<file path="config.mk">
export PLATFORM = sky130hd
export DESIGN_NAME = flbp_ctrl
export DESIGN_NICKNAME = d
export VERILOG_FILES = /design/src/rtl/flbp_pkg.sv /design/src/rtl/flbp_ctrl.sv /design/src/rtl/flbp_cycle.sv
export SDC_FILE = /design/constraint.sdc
export NUM_CORES = 1
export LEC_CHECK = 0
export ABC_CLOCK_PERIOD_IN_PS = 3600
export CAP_MARGIN = 20
export CORE_MARGIN = 4
export CORE_UTILIZATION = 40
export DETAILED_ROUTE_END_ITERATION = 16
export DONT_BUFFER_PORTS = 1
export SLEW_MARGIN = 20
export SYNTH_ARGS = -nofsm -noshare
export SYNTH_HDL_FRONTEND = slang
export SYNTH_SLANG_ARGS = --single-unit
</file>
<file path="constraint.sdc">
create_clock -name clk_i -period 3.6 [get_ports clk_i]
set_input_delay 0.54 -clock clk_i [delete_from_list [all_inputs] [get_ports clk_i]]
set_output_delay 0.54 -clock clk_i [all_outputs]
set_load 0.02 [all_outputs]
</file>
<file path="src/rtl/flbp_pkg.sv">
package flbp_pkg;
  // Flash bus widths
  localparam int FLBP_AW = 24;
  localparam int FLBP_DW = 16;
  // Unlock addresses, byte and word mode
  localparam logic [23:0] U1_X8 = 24'h00_0aaa;
  localparam logic [23:0] U2_X8 = 24'h00_0555;
  localparam logic [23:0] U1_X16 = 24'h00_0555;
  localparam logic [23:0] U2_X16 = 24'h00_02aa;
  localparam logic [23:0] ADDR_X = 24'h00_0000;
  // Command data values
  localparam logic [15:0] D_AA = 16'h00aa;
  localparam logic [15:0] D_55 = 16'h0055;
  localparam logic [15:0] D_90 = 16'h0090;
  localparam logic [15:0] D_00 = 16'h0000;
  localparam logic [15:0] D_A0 = 16'h00a0;
  localparam logic [15:0] D_80 = 16'h0080;
  localparam logic [15:0] D_30 = 16'h0030;
  localparam logic [15:0] D_25 = 16'h0025;
  localparam logic [15:0] D_03 = 16'h0003;
  localparam logic [15:0] D_29 = 16'h0029;
  // Command set codes
  localparam logic [7:0] SET_LOCKREG = 8'h40;
  localparam logic [7:0] SET_PWD = 8'h60;
  localparam logic [7:0] SET_NVPB = 8'hc0;
  localparam logic [7:0] SET_PBLK = 8'h50;
  localparam logic [7:0] SET_VOL = 8'he0;
  localparam logic [7:0] SET_EXT = 8'h88;
  // Password portions per mode
  localparam logic [3:0] PWD_N_X8 = 4'h8;
  localparam logic [3:0] PWD_N_X16 = 4'h4;
  // Timing
  localparam int CLK_PERIOD_NS = 40;
  localparam int UNLOCK_GAP_NS = 6000;
  localparam int UNLOCK_GAP_CYC = (UNLOCK_GAP_NS + CLK_PERIOD_NS - 1) / CLK_PERIOD_NS;
  localparam int GAP_W = 8;
  // Wishbone register offsets
  localparam logic [7:0] REG_CTRL = 8'h00;
  localparam logic [7:0] REG_CMD = 8'h04;
  localparam logic [7:0] REG_ADDR = 8'h08;
  localparam logic [7:0] REG_WDATA = 8'h0c;
  localparam logic [7:0] REG_STATUS = 8'h10;
  localparam logic [7:0] REG_RDATA = 8'h14;
  localparam logic [7:0] REG_PWD_LO = 8'h18;
  localparam logic [7:0] REG_PWD_HI = 8'h1c;
  // Field positions and reset values
  localparam int CTRL_WORD_BIT = 0;
  localparam int CMD_CODE_LSB = 8;
  localparam int STAT_BUSY = 0;
  localparam int STAT_SET = 1;
  localparam int STAT_EXT = 2;
  localparam int STAT_REFUSED = 3;
  localparam int STAT_BIT0 = 4;
  localparam logic [31:0] CTRL_RESET = 32'h0000_0000;
  localparam logic [63:0] PWD_RESET = 64'hffff_ffff_ffff_ffff;

  // Software command operations
  typedef enum logic [2:0] {
    OP_ENTER = 3'b000,
    OP_EXIT = 3'b001,
    OP_PROG = 3'b010,
    OP_READ = 3'b011,
    OP_CLRALL = 3'b100,
    OP_UNLOCK = 3'b101,
    OP_EXTEXIT = 3'b110,
    OP_BAD = 3'b111
  } flbp_op_type;

  // Sequencer states
  typedef enum logic [1:0] {
    S_IDLE = 2'b00,
    S_WAIT = 2'b01,
    S_RUN = 2'b10
  } flbp_state_type;

  // Bus cycle engine states
  typedef enum logic [1:0] {
    C_IDLE = 2'b00,
    C_SETUP = 2'b01,
    C_PULSE = 2'b10,
    C_HOLD = 2'b11
  } flbp_cst_type;

  // One flash bus cycle
  typedef struct packed {
    logic [23:0] addr;
    logic [15:0] data;
    logic we;
    logic last;
  } flbp_cyc_type;
endpackage

</file>
<file path="src/rtl/flbp_ctrl.sv">
`timescale 1ns/100ps
// Overview of operation
// - Entry: three unlock writes, mode-dependent addresses
// - Leave a set with 90 then 00
// - Lock register program: A0 then contents
// - Register and password reads are plain reads
// - Each password program stores one portion
// - Password readout: addresses 00 up to 07/03
// - Byte unlock: 25, 03, eight portions, 29
// - Word unlock: 25, 03, four words, 29
// - Nonvolatile bit set: A0 then 00 in block
// - Unlock attempts spaced by six microseconds
module flbp_ctrl #(
  parameter int SETUP_CYC = 1,
  parameter int PULSE_CYC = 3,
  parameter int HOLD_CYC = 1
) (
  // Clock and reset
  input wire logic clk_i,
  input wire logic rst_i,
  // Wishbone slave
  input wire logic wb_cyc_i,
  input wire logic wb_stb_i,
  input wire logic wb_we_i,
  input wire logic [7:0] wb_adr_i,
  input wire logic [31:0] wb_dat_i,
  input wire logic [3:0] wb_sel_i,
  output logic [31:0] wb_dat_o,
  output logic wb_ack_o,
  // Flash pins
  output logic [23:0] flash_addr_o,
  output logic [15:0] flash_dq_o,
  output logic flash_dq_oe_o,
  input wire logic [15:0] flash_dq_i,
  output logic flash_ce_n_o,
  output logic flash_oe_n_o,
  output logic flash_we_n_o,
  output logic flash_byte_n_o
);
  import flbp_pkg::*;
  // Byte-lane merge for register writes
  function automatic logic [31:0] lane_merge(input logic [31:0] old, input logic [31:0] nw,
                                             input logic [3:0] sel);
    logic [31:0] r;
    r = old;
    for (int i = 0; i < 4; i++) begin
      if (sel[i]) begin
        r[8*i +: 8] = nw[8*i +: 8];
      end
    end
    return r;
  endfunction
  // Bus cycle for a given step of an operation
  function automatic flbp_cyc_type step_of(input flbp_op_type op, input logic [3:0] idx,
                                           input logic wm, input logic [23:0] ad,
                                           input logic [15:0] wd, input logic [7:0] code,
                                           input logic [63:0] pw);
    flbp_cyc_type s;
    logic [23:0] u1;
    logic [23:0] u2;
    logic [3:0] n;
    logic [2:0] k;
    u1 = wm ? U1_X16 : U1_X8;
    u2 = wm ? U2_X16 : U2_X8;
    n = wm ? PWD_N_X16 : PWD_N_X8;
    k = 3'(idx - 4'h2);
    s = '{addr: ADDR_X, data: D_00, we: 1'b1, last: 1'b0};
    unique case (op)
      // Unlock pair then set code, upper byte zero
      OP_ENTER: begin
        s.addr = (idx == 4'h1) ? u2 : u1;
        s.data = (idx == 4'h0) ? D_AA : (idx == 4'h1) ? D_55 : {8'h00, code};
        s.last = (idx == 4'h2);
      end
      // Exit pair to don't-care address
      OP_EXIT: begin
        s.data = (idx == 4'h0) ? D_90 : D_00;
        s.last = (idx == 4'h1);
      end
      // A0 then target address and value
      OP_PROG: begin
        s.addr = (idx == 4'h0) ? ADDR_X : ad;
        s.data = (idx == 4'h0) ? D_A0 : wd;
        s.last = (idx == 4'h1);
      end
      // Plain read, no command code
      OP_READ: begin
        s.addr = ad;
        s.we = 1'b0;
        s.last = 1'b1;
      end
      // Clear-all pair
      OP_CLRALL: begin
        s.data = (idx == 4'h0) ? D_80 : D_30;
        s.last = (idx == 4'h1);
      end
      // 25, 03, portions in address order, then 29
      OP_UNLOCK: begin
        s.data = (idx == 4'h0) ? D_25 : (idx == 4'h1) ? D_03 : D_29;
        s.last = (idx == n + 4'h2);
        if (idx > 4'h1 && idx < n + 4'h2) begin
          s.addr = {21'h00_0000, k};
          s.data = wm ? pw[{k[1:0], 4'h0} +: 16] : {8'h00, pw[{k, 3'b000} +: 8]};
        end
      end
      // AA to address zero, 55 at second unlock address, 90 at first unlock address, 00 anywhere
      OP_EXTEXIT: begin
        s.addr = (idx == 4'h1) ? u2 : (idx == 4'h2) ? u1 : ADDR_X;
        s.data = (idx == 4'h0) ? D_AA : (idx == 4'h1) ? D_55 : (idx == 4'h2) ? D_90 : D_00;
        s.last = (idx == 4'h3);
      end
      default: s.last = 1'b1;
    endcase
    return s;
  endfunction
  // Software-visible registers
  logic [31:0] ctrl_q, ctrl_d;
  logic [23:0] addr_q, addr_d;
  logic [15:0] wdata_q, wdata_d;
  logic [63:0] pwd_q, pwd_d;
  logic ack_q, ack_d;
  logic [31:0] dat_q, dat_d;
  // Sequencer state
  flbp_state_type st_q, st_d;
  flbp_op_type op_q, op_d;
  logic [7:0] code_q, code_d;
  logic [3:0] idx_q, idx_d;
  logic start_q, start_d;
  logic [15:0] rdata_q, rdata_d;
  logic set_q, set_d, ext_q, ext_d, refused_q, refused_d;
  logic [GAP_W-1:0] gap_q, gap_d;
  // Engine handshake
  logic cyc_done;
  logic [15:0] cyc_rdata;
  logic wb_req;
  logic cmd_wr;
  flbp_cyc_type cur;
  logic [31:0] status;
  logic [31:0] reg_word, merged;
  assign wb_req = wb_cyc_i && wb_stb_i && !ack_q;
  assign cmd_wr = wb_req && wb_we_i && (wb_adr_i == REG_CMD) && wb_sel_i[0];
  assign cur = step_of(op_q, idx_q, ctrl_q[CTRL_WORD_BIT], addr_q, wdata_q, code_q, pwd_q);
  // Bit 4 mirrors data line 0 of the last read: protection status
  assign status = {27'h000_0000, rdata_q[0], refused_q, ext_q, set_q, st_q != S_IDLE};
  // Register writes and read-back
  always_comb begin
    ctrl_d = ctrl_q;
    addr_d = addr_q;
    wdata_d = wdata_q;
    pwd_d = pwd_q;
    ack_d = wb_req;
    // Current word at the addressed offset, for read-back and lane merging
    unique case (wb_adr_i)
      REG_CTRL: reg_word = ctrl_q;
      REG_CMD: reg_word = {16'h0000, code_q, 5'h00, op_q};
      REG_ADDR: reg_word = {8'h00, addr_q};
      REG_WDATA: reg_word = {16'h0000, wdata_q};
      REG_STATUS: reg_word = status;
      REG_RDATA: reg_word = {16'h0000, rdata_q};
      REG_PWD_LO: reg_word = pwd_q[31:0];
      REG_PWD_HI: reg_word = pwd_q[63:32];
      default: reg_word = 32'h0000_0000;
    endcase
    merged = lane_merge(reg_word, wb_dat_i, wb_sel_i);
    dat_d = wb_req ? reg_word : dat_q;
    if (wb_req && wb_we_i) begin
      unique case (wb_adr_i)
        REG_CTRL: ctrl_d = {31'h0000_0000, merged[0]};
        REG_ADDR: addr_d = merged[23:0];
        REG_WDATA: wdata_d = merged[15:0];
        // Either half may be loaded at any time
        REG_PWD_LO: pwd_d[31:0] = merged;
        REG_PWD_HI: pwd_d[63:32] = merged;
        default: ;
      endcase
    end
  end
  always_ff @(posedge clk_i) begin
    if (rst_i) begin
      ctrl_q <= CTRL_RESET;
      addr_q <= ADDR_X;
      wdata_q <= D_00;
      pwd_q <= PWD_RESET;
      ack_q <= 1'b0;
      dat_q <= 32'h0000_0000;
    end else begin
      ctrl_q <= ctrl_d;
      addr_q <= addr_d;
      wdata_q <= wdata_d;
      pwd_q <= pwd_d;
      ack_q <= ack_d;
      dat_q <= dat_d;
    end
  end
  // Command sequencer
  always_comb begin
    st_d = st_q;
    op_d = op_q;
    code_d = code_q;
    idx_d = idx_q;
    start_d = 1'b0;
    rdata_d = rdata_q;
    set_d = set_q;
    ext_d = ext_q;
    refused_d = refused_q;
    gap_d = (gap_q != '0) ? gap_q - GAP_W'(1) : gap_q;
    if (cmd_wr && (st_q != S_IDLE || wb_dat_i[2:0] == OP_BAD)) begin
      refused_d = 1'b1;
    end
    unique case (st_q)
      S_IDLE: if (cmd_wr && wb_dat_i[2:0] != OP_BAD) begin
        refused_d = 1'b0;
        op_d = flbp_op_type'(wb_dat_i[2:0]);
        code_d = wb_dat_i[CMD_CODE_LSB +: 8];
        idx_d = 4'h0;
        st_d = S_WAIT;
      end
      // Unlock held back until the spacing timer has run out
      S_WAIT: if (!(op_q == OP_UNLOCK && idx_q == 4'h0 && gap_q != '0)) begin
        start_d = 1'b1;
        st_d = S_RUN;
      end
      S_RUN: if (cyc_done) begin
        if (!cur.we) begin
          rdata_d = cyc_rdata;
        end
        if (cur.last) begin
          st_d = S_IDLE;
          // Reads of block zero now reach the set, not the array
          if (op_q == OP_ENTER) begin
            ext_d = ext_q || code_q == SET_EXT;
            set_d = set_q || code_q != SET_EXT;
          end
          // Exit ops drop their own flag
          set_d = set_d && op_q != OP_EXIT;
          ext_d = ext_d && op_q != OP_EXTEXIT;
          if (op_q == OP_UNLOCK) begin
            gap_d = GAP_W'(UNLOCK_GAP_CYC);
          end
        end else begin
          idx_d = idx_q + 4'h1;
          st_d = S_WAIT;
        end
      end
      default: st_d = S_IDLE;
    endcase
  end
  always_ff @(posedge clk_i) begin
    if (rst_i) begin
      st_q <= S_IDLE;
      op_q <= OP_ENTER;
      code_q <= 8'h00;
      idx_q <= 4'h0;
      start_q <= 1'b0;
      rdata_q <= D_00;
      set_q <= 1'b0;
      ext_q <= 1'b0;
      refused_q <= 1'b0;
      gap_q <= '0;
    end else begin
      st_q <= st_d;
      op_q <= op_d;
      code_q <= code_d;
      idx_q <= idx_d;
      start_q <= start_d;
      rdata_q <= rdata_d;
      set_q <= set_d;
      ext_q <= ext_d;
      refused_q <= refused_d;
      gap_q <= gap_d;
    end
  end
  // Flash bus cycle engine
  flbp_cycle #(
    .SETUP_CYC(SETUP_CYC),
    .PULSE_CYC(PULSE_CYC),
    .HOLD_CYC(HOLD_CYC)
  ) u_cycle (
    .clk_i(clk_i),
    .rst_i(rst_i),
    .start_i(start_q),
    .req_i(cur),
    .done_o(cyc_done),
    .rdata_o(cyc_rdata),
    .addr_o(flash_addr_o),
    .dq_o(flash_dq_o),
    .dq_oe_o(flash_dq_oe_o),
    .dq_i(flash_dq_i),
    .ce_n_o(flash_ce_n_o),
    .oe_n_o(flash_oe_n_o),
    .we_n_o(flash_we_n_o)
  );
  assign wb_ack_o = ack_q;
  assign wb_dat_o = dat_q;
  assign flash_byte_n_o = ctrl_q[CTRL_WORD_BIT];
endmodule // flbp_ctrl

</file>
<file path="src/rtl/flbp_cycle.sv">
`timescale 1ns/100ps
module flbp_cycle #(
  parameter int SETUP_CYC = 1,
  parameter int PULSE_CYC = 3,
  parameter int HOLD_CYC = 1
) (
  // Clock and reset
  input wire logic clk_i,
  input wire logic rst_i,
  // Request from sequencer
  input wire logic start_i,
  input wire flbp_pkg::flbp_cyc_type req_i,
  output logic done_o,
  output logic [15:0] rdata_o,
  // Flash pins
  output logic [23:0] addr_o,
  output logic [15:0] dq_o,
  output logic dq_oe_o,
  input wire logic [15:0] dq_i,
  output logic ce_n_o,
  output logic oe_n_o,
  output logic we_n_o
);
  import flbp_pkg::*;

  // Synchroniser delay needs a strobe of at least three cycles
  if (PULSE_CYC < 3 || PULSE_CYC > 15 || SETUP_CYC < 1 || SETUP_CYC > 15 ||
      HOLD_CYC < 1 || HOLD_CYC > 15) begin : g_bad_timing
    $error("flbp_cycle: timing parameters out of range");
  end

  flbp_cst_type st_q, st_d;
  logic [3:0] cnt_q, cnt_d;
  logic [23:0] addr_q, addr_d;
  logic [15:0] dq_q, dq_d, rd_q, rd_d;
  logic oe_q, oe_d, ce_n_q, ce_n_d, oe_n_q, oe_n_d, we_n_q, we_n_d, done_q, done_d;
  logic [15:0] dq_meta_q, dq_sync_q;

  // Two-stage input synchroniser
  always_ff @(posedge clk_i) begin
    dq_meta_q <= dq_i;
    dq_sync_q <= dq_meta_q;
  end

  // Cycle phase sequencing
  always_comb begin
    st_d = st_q;
    cnt_d = cnt_q;
    addr_d = addr_q;
    dq_d = dq_q;
    rd_d = rd_q;
    oe_d = oe_q;
    ce_n_d = ce_n_q;
    oe_n_d = oe_n_q;
    we_n_d = we_n_q;
    done_d = 1'b0;
    unique case (st_q)
      C_IDLE: if (start_i) begin
        addr_d = req_i.addr;
        dq_d = req_i.data;
        oe_d = req_i.we;
        ce_n_d = 1'b0;
        cnt_d = 4'(SETUP_CYC - 1);
        st_d = C_SETUP;
      end
      C_SETUP: if (cnt_q == 4'h0) begin
        we_n_d = ~oe_q;
        oe_n_d = oe_q;
        cnt_d = 4'(PULSE_CYC - 1);
        st_d = C_PULSE;
      end else begin
        cnt_d = cnt_q - 4'h1;
      end
      C_PULSE: if (cnt_q == 4'h0) begin
        if (!oe_q) begin
          rd_d = dq_sync_q;
        end
        we_n_d = 1'b1;
        oe_n_d = 1'b1;
        cnt_d = 4'(HOLD_CYC - 1);
        st_d = C_HOLD;
      end else begin
        cnt_d = cnt_q - 4'h1;
      end
      C_HOLD: if (cnt_q == 4'h0) begin
        ce_n_d = 1'b1;
        oe_d = 1'b0;
        done_d = 1'b1;
        st_d = C_IDLE;
      end else begin
        cnt_d = cnt_q - 4'h1;
      end
    endcase
  end

  // Cycle registers
  always_ff @(posedge clk_i) begin
    if (rst_i) begin
      st_q <= C_IDLE;
      cnt_q <= 4'h0;
      addr_q <= ADDR_X;
      dq_q <= D_00;
      rd_q <= D_00;
      oe_q <= 1'b0;
      ce_n_q <= 1'b1;
      oe_n_q <= 1'b1;
      we_n_q <= 1'b1;
      done_q <= 1'b0;
    end else begin
      st_q <= st_d;
      cnt_q <= cnt_d;
      addr_q <= addr_d;
      dq_q <= dq_d;
      rd_q <= rd_d;
      oe_q <= oe_d;
      ce_n_q <= ce_n_d;
      oe_n_q <= oe_n_d;
      we_n_q <= we_n_d;
      done_q <= done_d;
    end
  end

  assign done_o = done_q;
  assign rdata_o = rd_q;
  assign addr_o = addr_q;
  assign dq_o = dq_q;
  assign dq_oe_o = oe_q;
  assign ce_n_o = ce_n_q;
  assign oe_n_o = oe_n_q;
  assign we_n_o = we_n_q;
endmodule // flbp_cycle

</file>
==> impl_metrics.ini, run 1 <==
[run_status]
status = finished clean

[logic_synthesis]
yosysSeqAreaShare_pct = 42.2
async_flop_share_pct = 0
syn_inst = 1500
yosysUniqueCellTypes = 81
syn_area_um2 = 13400
synth_edf_count = 0
ys_warn_count = 0
synthSimpleGateAreaFrac_pct = 19.5
synth.avg_cell_area_um2 = 8.92
synth-compound-area-share_pct = 20.1
synth_fa_ha_area_share_pct = 1.59
synth_xor_area_share_pct = 0.524
ys_seq_elements = 282
syn-num-nets = 1582
yosys_most_used_dff = dfxtp_1
synth_top_family_by_area = compound AO/OA/AOI/OAI gates
muxShareOfSynthArea_pct = 11.8

[detailed_routing]
drc = 0
routed_wl_um = 46400
drt_iter0_drc = 1411
detail-route-antenna-nets = 0
vias_per_cell = 6.13
drt-pass1-iter-count = 6
post_drt_wl_per_cell_um = 24.3
vias = 11700

[global_route]
grt_pass1_wl_um = 69200
globalRouteOverflowTotal = 0
grt_pass1_vias = 11000
grt_max_degree = 258
grt_use_total_pct = 24.6
antenna_found_initial = 1

[power]
ir_worst_vdd_uv = 441
comb_power_share_pct = 7.7
seqPwrFrac_pct = 45.1
powerDensity_nw_per_um2 = 493
intPower_mw = 5.54
p_switching_mw = 1.75
power_leakage_nw = 5.03
sw_frac_of_total_pct = 24.0
pwr-share-clk_pct = 47.2

[final_layout]
drive_above_1_share_pct = 10.8
areaGrowthSynthToFinish_pct = 10.5
fin_nets = 1524
final_common_cell = dfxtp_1
mostFrequentLayoutCells = dfxtp_1, nor2_1, nand2_1, a21oi_1, nor3_1

[floorplan]
fp.dieH_um = 191
io_pins = 143
start_util_pct = 40.8
dieArea_um2 = 36400
fp.dieW_um = 191
row_count = 66
core_area_um2 = 32800

[worst_setup_path]
worst-setup-path-type = register to register
critPathMaxStageDelay_ns = 0.86
crit_path_start_kind = register
cp_data_required_time_ns = 4.01
cp-end-kind = register
crit_fanout = 11
worstPathArrival_ns = 3.40
critPathSlowestCell = ha_1
cp_cell_sequence = ha_1, buf_4, mux4_2, a22oi_1, a31oi_1, o221a_2

[sta]
finalHoldViolCount = 0
max-slew-margin-rel_pct = 32.4
setup_viol = 0
fin_ws_ns = 0.607
final_max_slew_viol_count = 0
fmax_ghz = 0.334
final.setup.tns_ns = 0
grt_setup_unrepaired = false
fin_skew_ns = 0.0182
hold_ws_ns = 0.0402
fin_crit_ns = 2.99
finalCritPeriodShare_pct = 83.2
worst_pin_slew_ns = 1.01

[clock_tree]
cts_tree = yes
cts_root_buf = clkbuf_16
cts_hold_buf = 0
cts_setup_buffers = 0
clock_latency_ns = 0.53
cts_buffer_depth = 3
cts.clk_slew.worst_paths_ns = 0.07
h-tree-depth = 2
cts_sinks = 282
cts.repair.resized = 0
numCtsBuffers = 34

[place]
place.detailed.hpwl_um = 33800
numPortBuffers = 0
gp_congestion = 0.935
place_ws_ns = 0.583

[job]
maxCapViolCount = 0

[hold_path]
worstHoldPathType = primary input to register
[cell type report]
cell class	instances	area [µm²]
diodes	1	2.50
clock buffers	46	956
clock inverters	12	158
fillers	3213	18000
inverters	23	86.3
multi-input cells	1075	7170
flip-flops and latches	282	5650
well taps	442	553
repair buffers	26	208
[Yosys cell counts, types with 11 or more instances]
cell / count / share of area (%)
or3_1: 14 / 0.65
a21oi_1: 124 / 4.6
nand2_1: 171 / 4.8
buf_2: 24 / 0.90
a211o_1: 19 / 1.2
mux2i_1: 59 / 4.4
nor3_1: 68 / 2.5
nand2b_1: 14 / 0.65
a22oi_1: 32 / 1.8
nand3_1: 15 / 0.56
a22o_1: 11 / 0.72
a211oi_1: 20 / 1.1
mux4_2: 39 / 6.6
o31ai_1: 12 / 0.67
clkbuf_1: 87 / 2.4
inv_1: 23 / 0.65
nor2_1: 176 / 4.9
a221oi_1: 11 / 0.72
o21ai_0: 44 / 1.6
dfxtp_1: 282 / 42
o21bai_1: 15 / 0.84
a31oi_1: 18 / 0.84
ha_1: 17 / 1.6
[path summary, 6_finish.rpt]
path	from	to	slack (ns)	cells past startpoint
worst max-delay path	idx_q[2]$_SDFFE_PP0P_	u_cycle.dq_o[0]$_SDFFE_PP0P_	0.61	6
worst min-delay path	flash_dq_i[15]	u_cycle.dq_meta_q[15]$_DFF_P_	0.04	0
worst max register to register	idx_q[2]$_SDFFE_PP0P_	u_cycle.dq_o[0]$_SDFFE_PP0P_	0.61	6
worst min register to register	u_cycle.dq_meta_q[14]$_DFF_P_	u_cycle.dq_sync_q[14]$_DFF_P_	0.32	0
[per-stage QoR]
stage               instances  total power, mW  util, %  instance area (µm²)
floorplan                1500             3.86        -                13400
global placement         1848             3.90     41.7                13700
detailed placement       1848             3.92     41.7                13700
CTS                      1906             7.36     45.1                14800
global route             1907             7.55     45.1                14800
finish                   1907             7.29     45.1                14800
[cells by family (layout without fill, tap and decap cells)]
logic type / count (synthesis) / in the layout
AO/OA/AOI/OAI: 396 / 396
XOR/XNOR: 8 / 8
adder cells (fa/ha/maj): 17 / 17
buffers and inverters: 143 / 107
flip-flops: 282 / 282
multiplexers: 108 / 108
other: 0 / 1
AND/OR/NAND/NOR: 546 / 546
[power groups by stage]
stage                     clock network (mW)  registers (mW)  logic [mW]
after global routing                    3.62            3.29       0.630
after detailed placement                   0            3.35       0.562
after global placement                     0            3.35       0.553
final                                   3.44            3.28       0.564
after floorplan                            0            3.33       0.524
after CTS                               3.51            3.29       0.564
[state kept, by name (all words and copies together) (netlist names), 3 cells and up]
register / cells
idx_q: 4
u_cycle.cnt_q: 4
op_q: 3
u_cycle.rdata_o: 16
rdata_q: 16
wdata_q: 16
u_cycle.dq_sync_q: 16
code_q: 8
pwd_q: 64
u_cycle.dq_meta_q: 16
wb_dat_o: 32
u_cycle.dq_o: 16
addr_q: 24
u_cycle.addr_o: 24
gap_q: 8
[critical path: cells and delay by family, from the launching register on]
kind	cells	cell delay [ns]
flip-flops	1	0.40
buffers and inverters	1	0.34
adder cells (fa/ha/maj)	1	0.86
multiplexers	1	0.53
AO/OA/AOI/OAI	3	0.74
[per-layer routing]
metal	part of all wire (%)	global-route usage [%]	vias to the layer above
li1	-	-	5385
met1	43	34.9	5605
met4	2.7	7.96	0
met3	12	7.47	77
met5	0	0	-
met2	42	35.7	615
(Power assumes the default switching activity.)
==> run 2: changes to the inputs <==
--- a/config.mk
+++ b/config.mk
@@ -5,7 +5,8 @@
 export SDC_FILE = /design/constraint.sdc
 export NUM_CORES = 1
 export LEC_CHECK = 0
-export ABC_CLOCK_PERIOD_IN_PS = 3600
+export ABC_AREA = 1
+export ABC_CLOCK_PERIOD_IN_PS = 2500
 export CAP_MARGIN = 20
 export CORE_MARGIN = 4
 export CORE_UTILIZATION = 40
==> constraint.sdc (replaced) <==
create_clock -name clk_i -period 2.5 [get_ports clk_i]
set_input_delay 0.375 -clock clk_i [delete_from_list [all_inputs] [get_ports clk_i]]
set_output_delay 0.375 -clock clk_i [all_outputs]
set_load 0.02 [all_outputs]
==> run 2 against run 1 <==
Against the previous run: sequential share of layout area shrank 1.2 points; first-iteration DRC count shrank 12%; critical path depth grew 5; die area grew 0.25%; worst hold slack lost 0.011 ns; register-to-register slack lost 0.38 ns.
==> impl_metrics.ini, run 2 <==
[run_status]
status = finished clean

[clock_tree]
clock_latency_ns = 0.60
numCtsBuffers = 31
cts_root_buf = clkbuf_16
cts.clk_slew.worst_paths_ns = 0.07
h-tree-depth = 1
cts_buffer_depth = 3
cts_tree = yes
cts_setup_buffers = 0
cts_sinks = 282

[logic_synthesis]
async_flop_share_pct = 0
ys_seq_elements = 282
synth_common_cells = nand2_1, dfxtp_1, nand3_1, a21oi_1, inv_1
ys_warn_count = 0
syn_inst = 1954
yosysUniqueCellTypes = 37
synth_fa_ha_area_share_pct = 1.59
synth_top_area_share_pct = 42.1
synth.avg_cell_area_um2 = 6.86
synthSimpleGateAreaFrac_pct = 29.2
synth-compound-area-share_pct = 17.3
synth_edf_count = 0
syn_area_um2 = 13400
yosysMostFrequentCell = nand2_1
synth.area.top_cells = dfxtp_1, nand2_1, nand3_1
yosys_most_used_dff = dfxtp_1
muxShareOfSynthArea_pct = 0
syn-num-nets = 2036
synth_top_family_by_area = simple AND/OR/NAND/NOR gates
yosysSeqAreaShare_pct = 42.1
yosysTopAreaCell = dfxtp_1
synth_xor_area_share_pct = 0.327

[sta]
grt_setup_unrepaired = false
final.setup.tns_ns = 0
final_max_slew_viol_count = 0
worst_pin_slew_ns = 0.868
fmax_ghz = 0.439
finalCritPeriodShare_pct = 91.1
finalHoldViolCount = 0
max-slew-margin-rel_pct = 42.1
fin_skew_ns = 0.0260
setup_viol = 0
hold_ws_ns = 0.0287
fin_crit_ns = 2.28

[worst_setup_path]
timing.rr.start = ctrl_q[0]$_SDFFE_PP0P_
worst-setup-path-type = register to register
cp-end-kind = register
cp_data_required_time_ns = 3.01
reg2reg_to = u_cycle.addr_o[2]$_SDFFE_PP0P_
worstPathArrival_ns = 2.79
reg2reg_depth = 11
crit_path_start_kind = register
rrSetupSlack_ns = 0.22
crit_fanout = 10

[final_layout]
final_common_cell = nand2_1
design_area_um2 = 15300
top_register = pwd_q
areaGrowthSynthToFinish_pct = 13.8
mostFrequentLayoutCells = nand2_1, dfxtp_1, nand3_1, a21oi_1
largest_register_ffs = 64
num-fill-cells = 3411
drive_above_1_share_pct = 7.86
antennaDiodeCount = 0
fin_nets = 2045
final_core_util_pct = 46.5

[global_route]
grt_use_total_pct = 24.3
grt_pass1_wl_um = 70400
antenna_found_initial = 1
grt_pass1_vias = 12200
grt_max_degree = 125
globalRouteOverflowTotal = 0

[detailed_routing]
post_drt_wl_per_cell_um = 18.6
detail-route-antenna-nets = 0
routed_wl_um = 45100
vias = 12900
drt-pass1-iter-count = 6
drc = 0
vias_per_cell = 5.30
drt_iter0_drc = 1235

[place]
numPortBuffers = 0
place.detailed.hpwl_um = 33100
place_area_um2 = 13800
gp_congestion = 0.963

[power]
power_mw = 10.9
ir_worst_vdd_uv = 603
power_leakage_nw = 6.74
powerDensity_nw_per_um2 = 714

[floorplan]
row_count = 66
fp.dieH_um = 191
dieArea_um2 = 36500
io_pins = 143
core_area_um2 = 32800
start_util_pct = 40.9
fp.dieW_um = 191

[hold_path]
hold_path_end = addr_q[16]$_SDFFE_PP0P_
worstHoldPathCells = 4
worstHoldPathType = primary input to register
hp-start = wb_sel_i[2]

[job]
maxCapViolCount = 0
## run 2: cell types whose count changed after synthesis, sizes merged, moves of 59 or more
cell   previous run  this run
a21oi           124       192
inv              23       191
mux2i            59         0
nand2           171       487
nand3            15       201
nor3             71         7
o21ai            45       185
## run 2: worst max path at each step
stage                           start                             end  slack [ns]  cells past startpoint
6_report       ctrl_q[0]$_SDFFE_PP0P_  u_cycle.addr_o[2]$_SDFFE_PP0P_        0.22                     11
4_1_cts        ctrl_q[0]$_SDFFE_PP0P_  u_cycle.addr_o[0]$_SDFFE_PP0P_        0.23                     11
5_1_grt        ctrl_q[0]$_SDFFE_PP0P_  u_cycle.addr_o[2]$_SDFFE_PP0P_        0.02                     11
3_3_place_gp              wb_adr_i[1]          pwd_q[14]$_SDFFE_PP1P_        0.30                     11
2_1_floorplan  ctrl_q[0]$_SDFFE_PP0P_    u_cycle.dq_o[6]$_SDFFE_PP0P_        0.28                     15
3_5_place_dp              wb_adr_i[1]          pwd_q[44]$_SDFFE_PP1P_        0.28                     11
## run 2: through the flow
step | instances | worst slack [ns]
after floorplan | 1954 | 0.278
after global placement | 2331 | 0.301
after detailed placement | 2331 | 0.280
after CTS | 2427 | 0.234
after global routing | 2427 | 0.0213
final | 2427 | 0.223
## run 2: area by class of cell
class | instances | area [µm²] | share of cell area [%]
multi-input combinational | 1371 | 6500 | 42.6
sequential | 282 | 5650 | 37.0
clock buffer | 39 | 856 | 5.61
timing repair buffer | 86 | 778 | 5.10
inverter | 191 | 717 | 4.70
tap | 442 | 553 | 3.63
clock inverter | 16 | 205 | 1.35
## run 2: kinds of logic (layout without fill, tap and decap cells)
family          after synthesis  count (layout)
xor+xnor                      5               5
flops                       282             282
buf+inv                     301             332
simple gates                913             913
compound gates              436             436
fa+ha+maj                    17              17
## run 2: power breakdown
group          internal [mW]  switching (mW)  total [mW]  leakage [nW]
registers               4.74           0.213        4.95          2.30
clock network           2.83            1.95        4.78         0.516
logic                  0.405           0.744        1.15          3.92
## run 2: per-layer routing
metal	vias to the layer above	wire length, µm	global-route usage (%)
met5	-	13	0
li1	6398	-	-
met4	2	1670	8.15
met3	85	3900	5.44
met2	494	19700	37.8
met1	5877	19800	33.5
## run 2: critical path: stages (launching register included)
cell     delay (ns)
dfxtp_1        0.51
inv_1          0.12
ha_1           0.32
nand2_1        0.07
nor2_1         0.05
nor2_2         0.10
nand2_2        0.14
nor2_4         0.26
inv_1          0.14
nor2_1         0.15
o21ai_0        0.16
a21oi_1        0.16
## run 2: what timing repair did
| item | 4_1_cts | 5_1_grt |
|---|---|---|
| gates resized for setup | 0 | 1 |
| hold buffers | 41 | 0 |
| endpoints found under the hold margin | 159 | 0 |
| setup endpoints to repair | 0 | 1 |
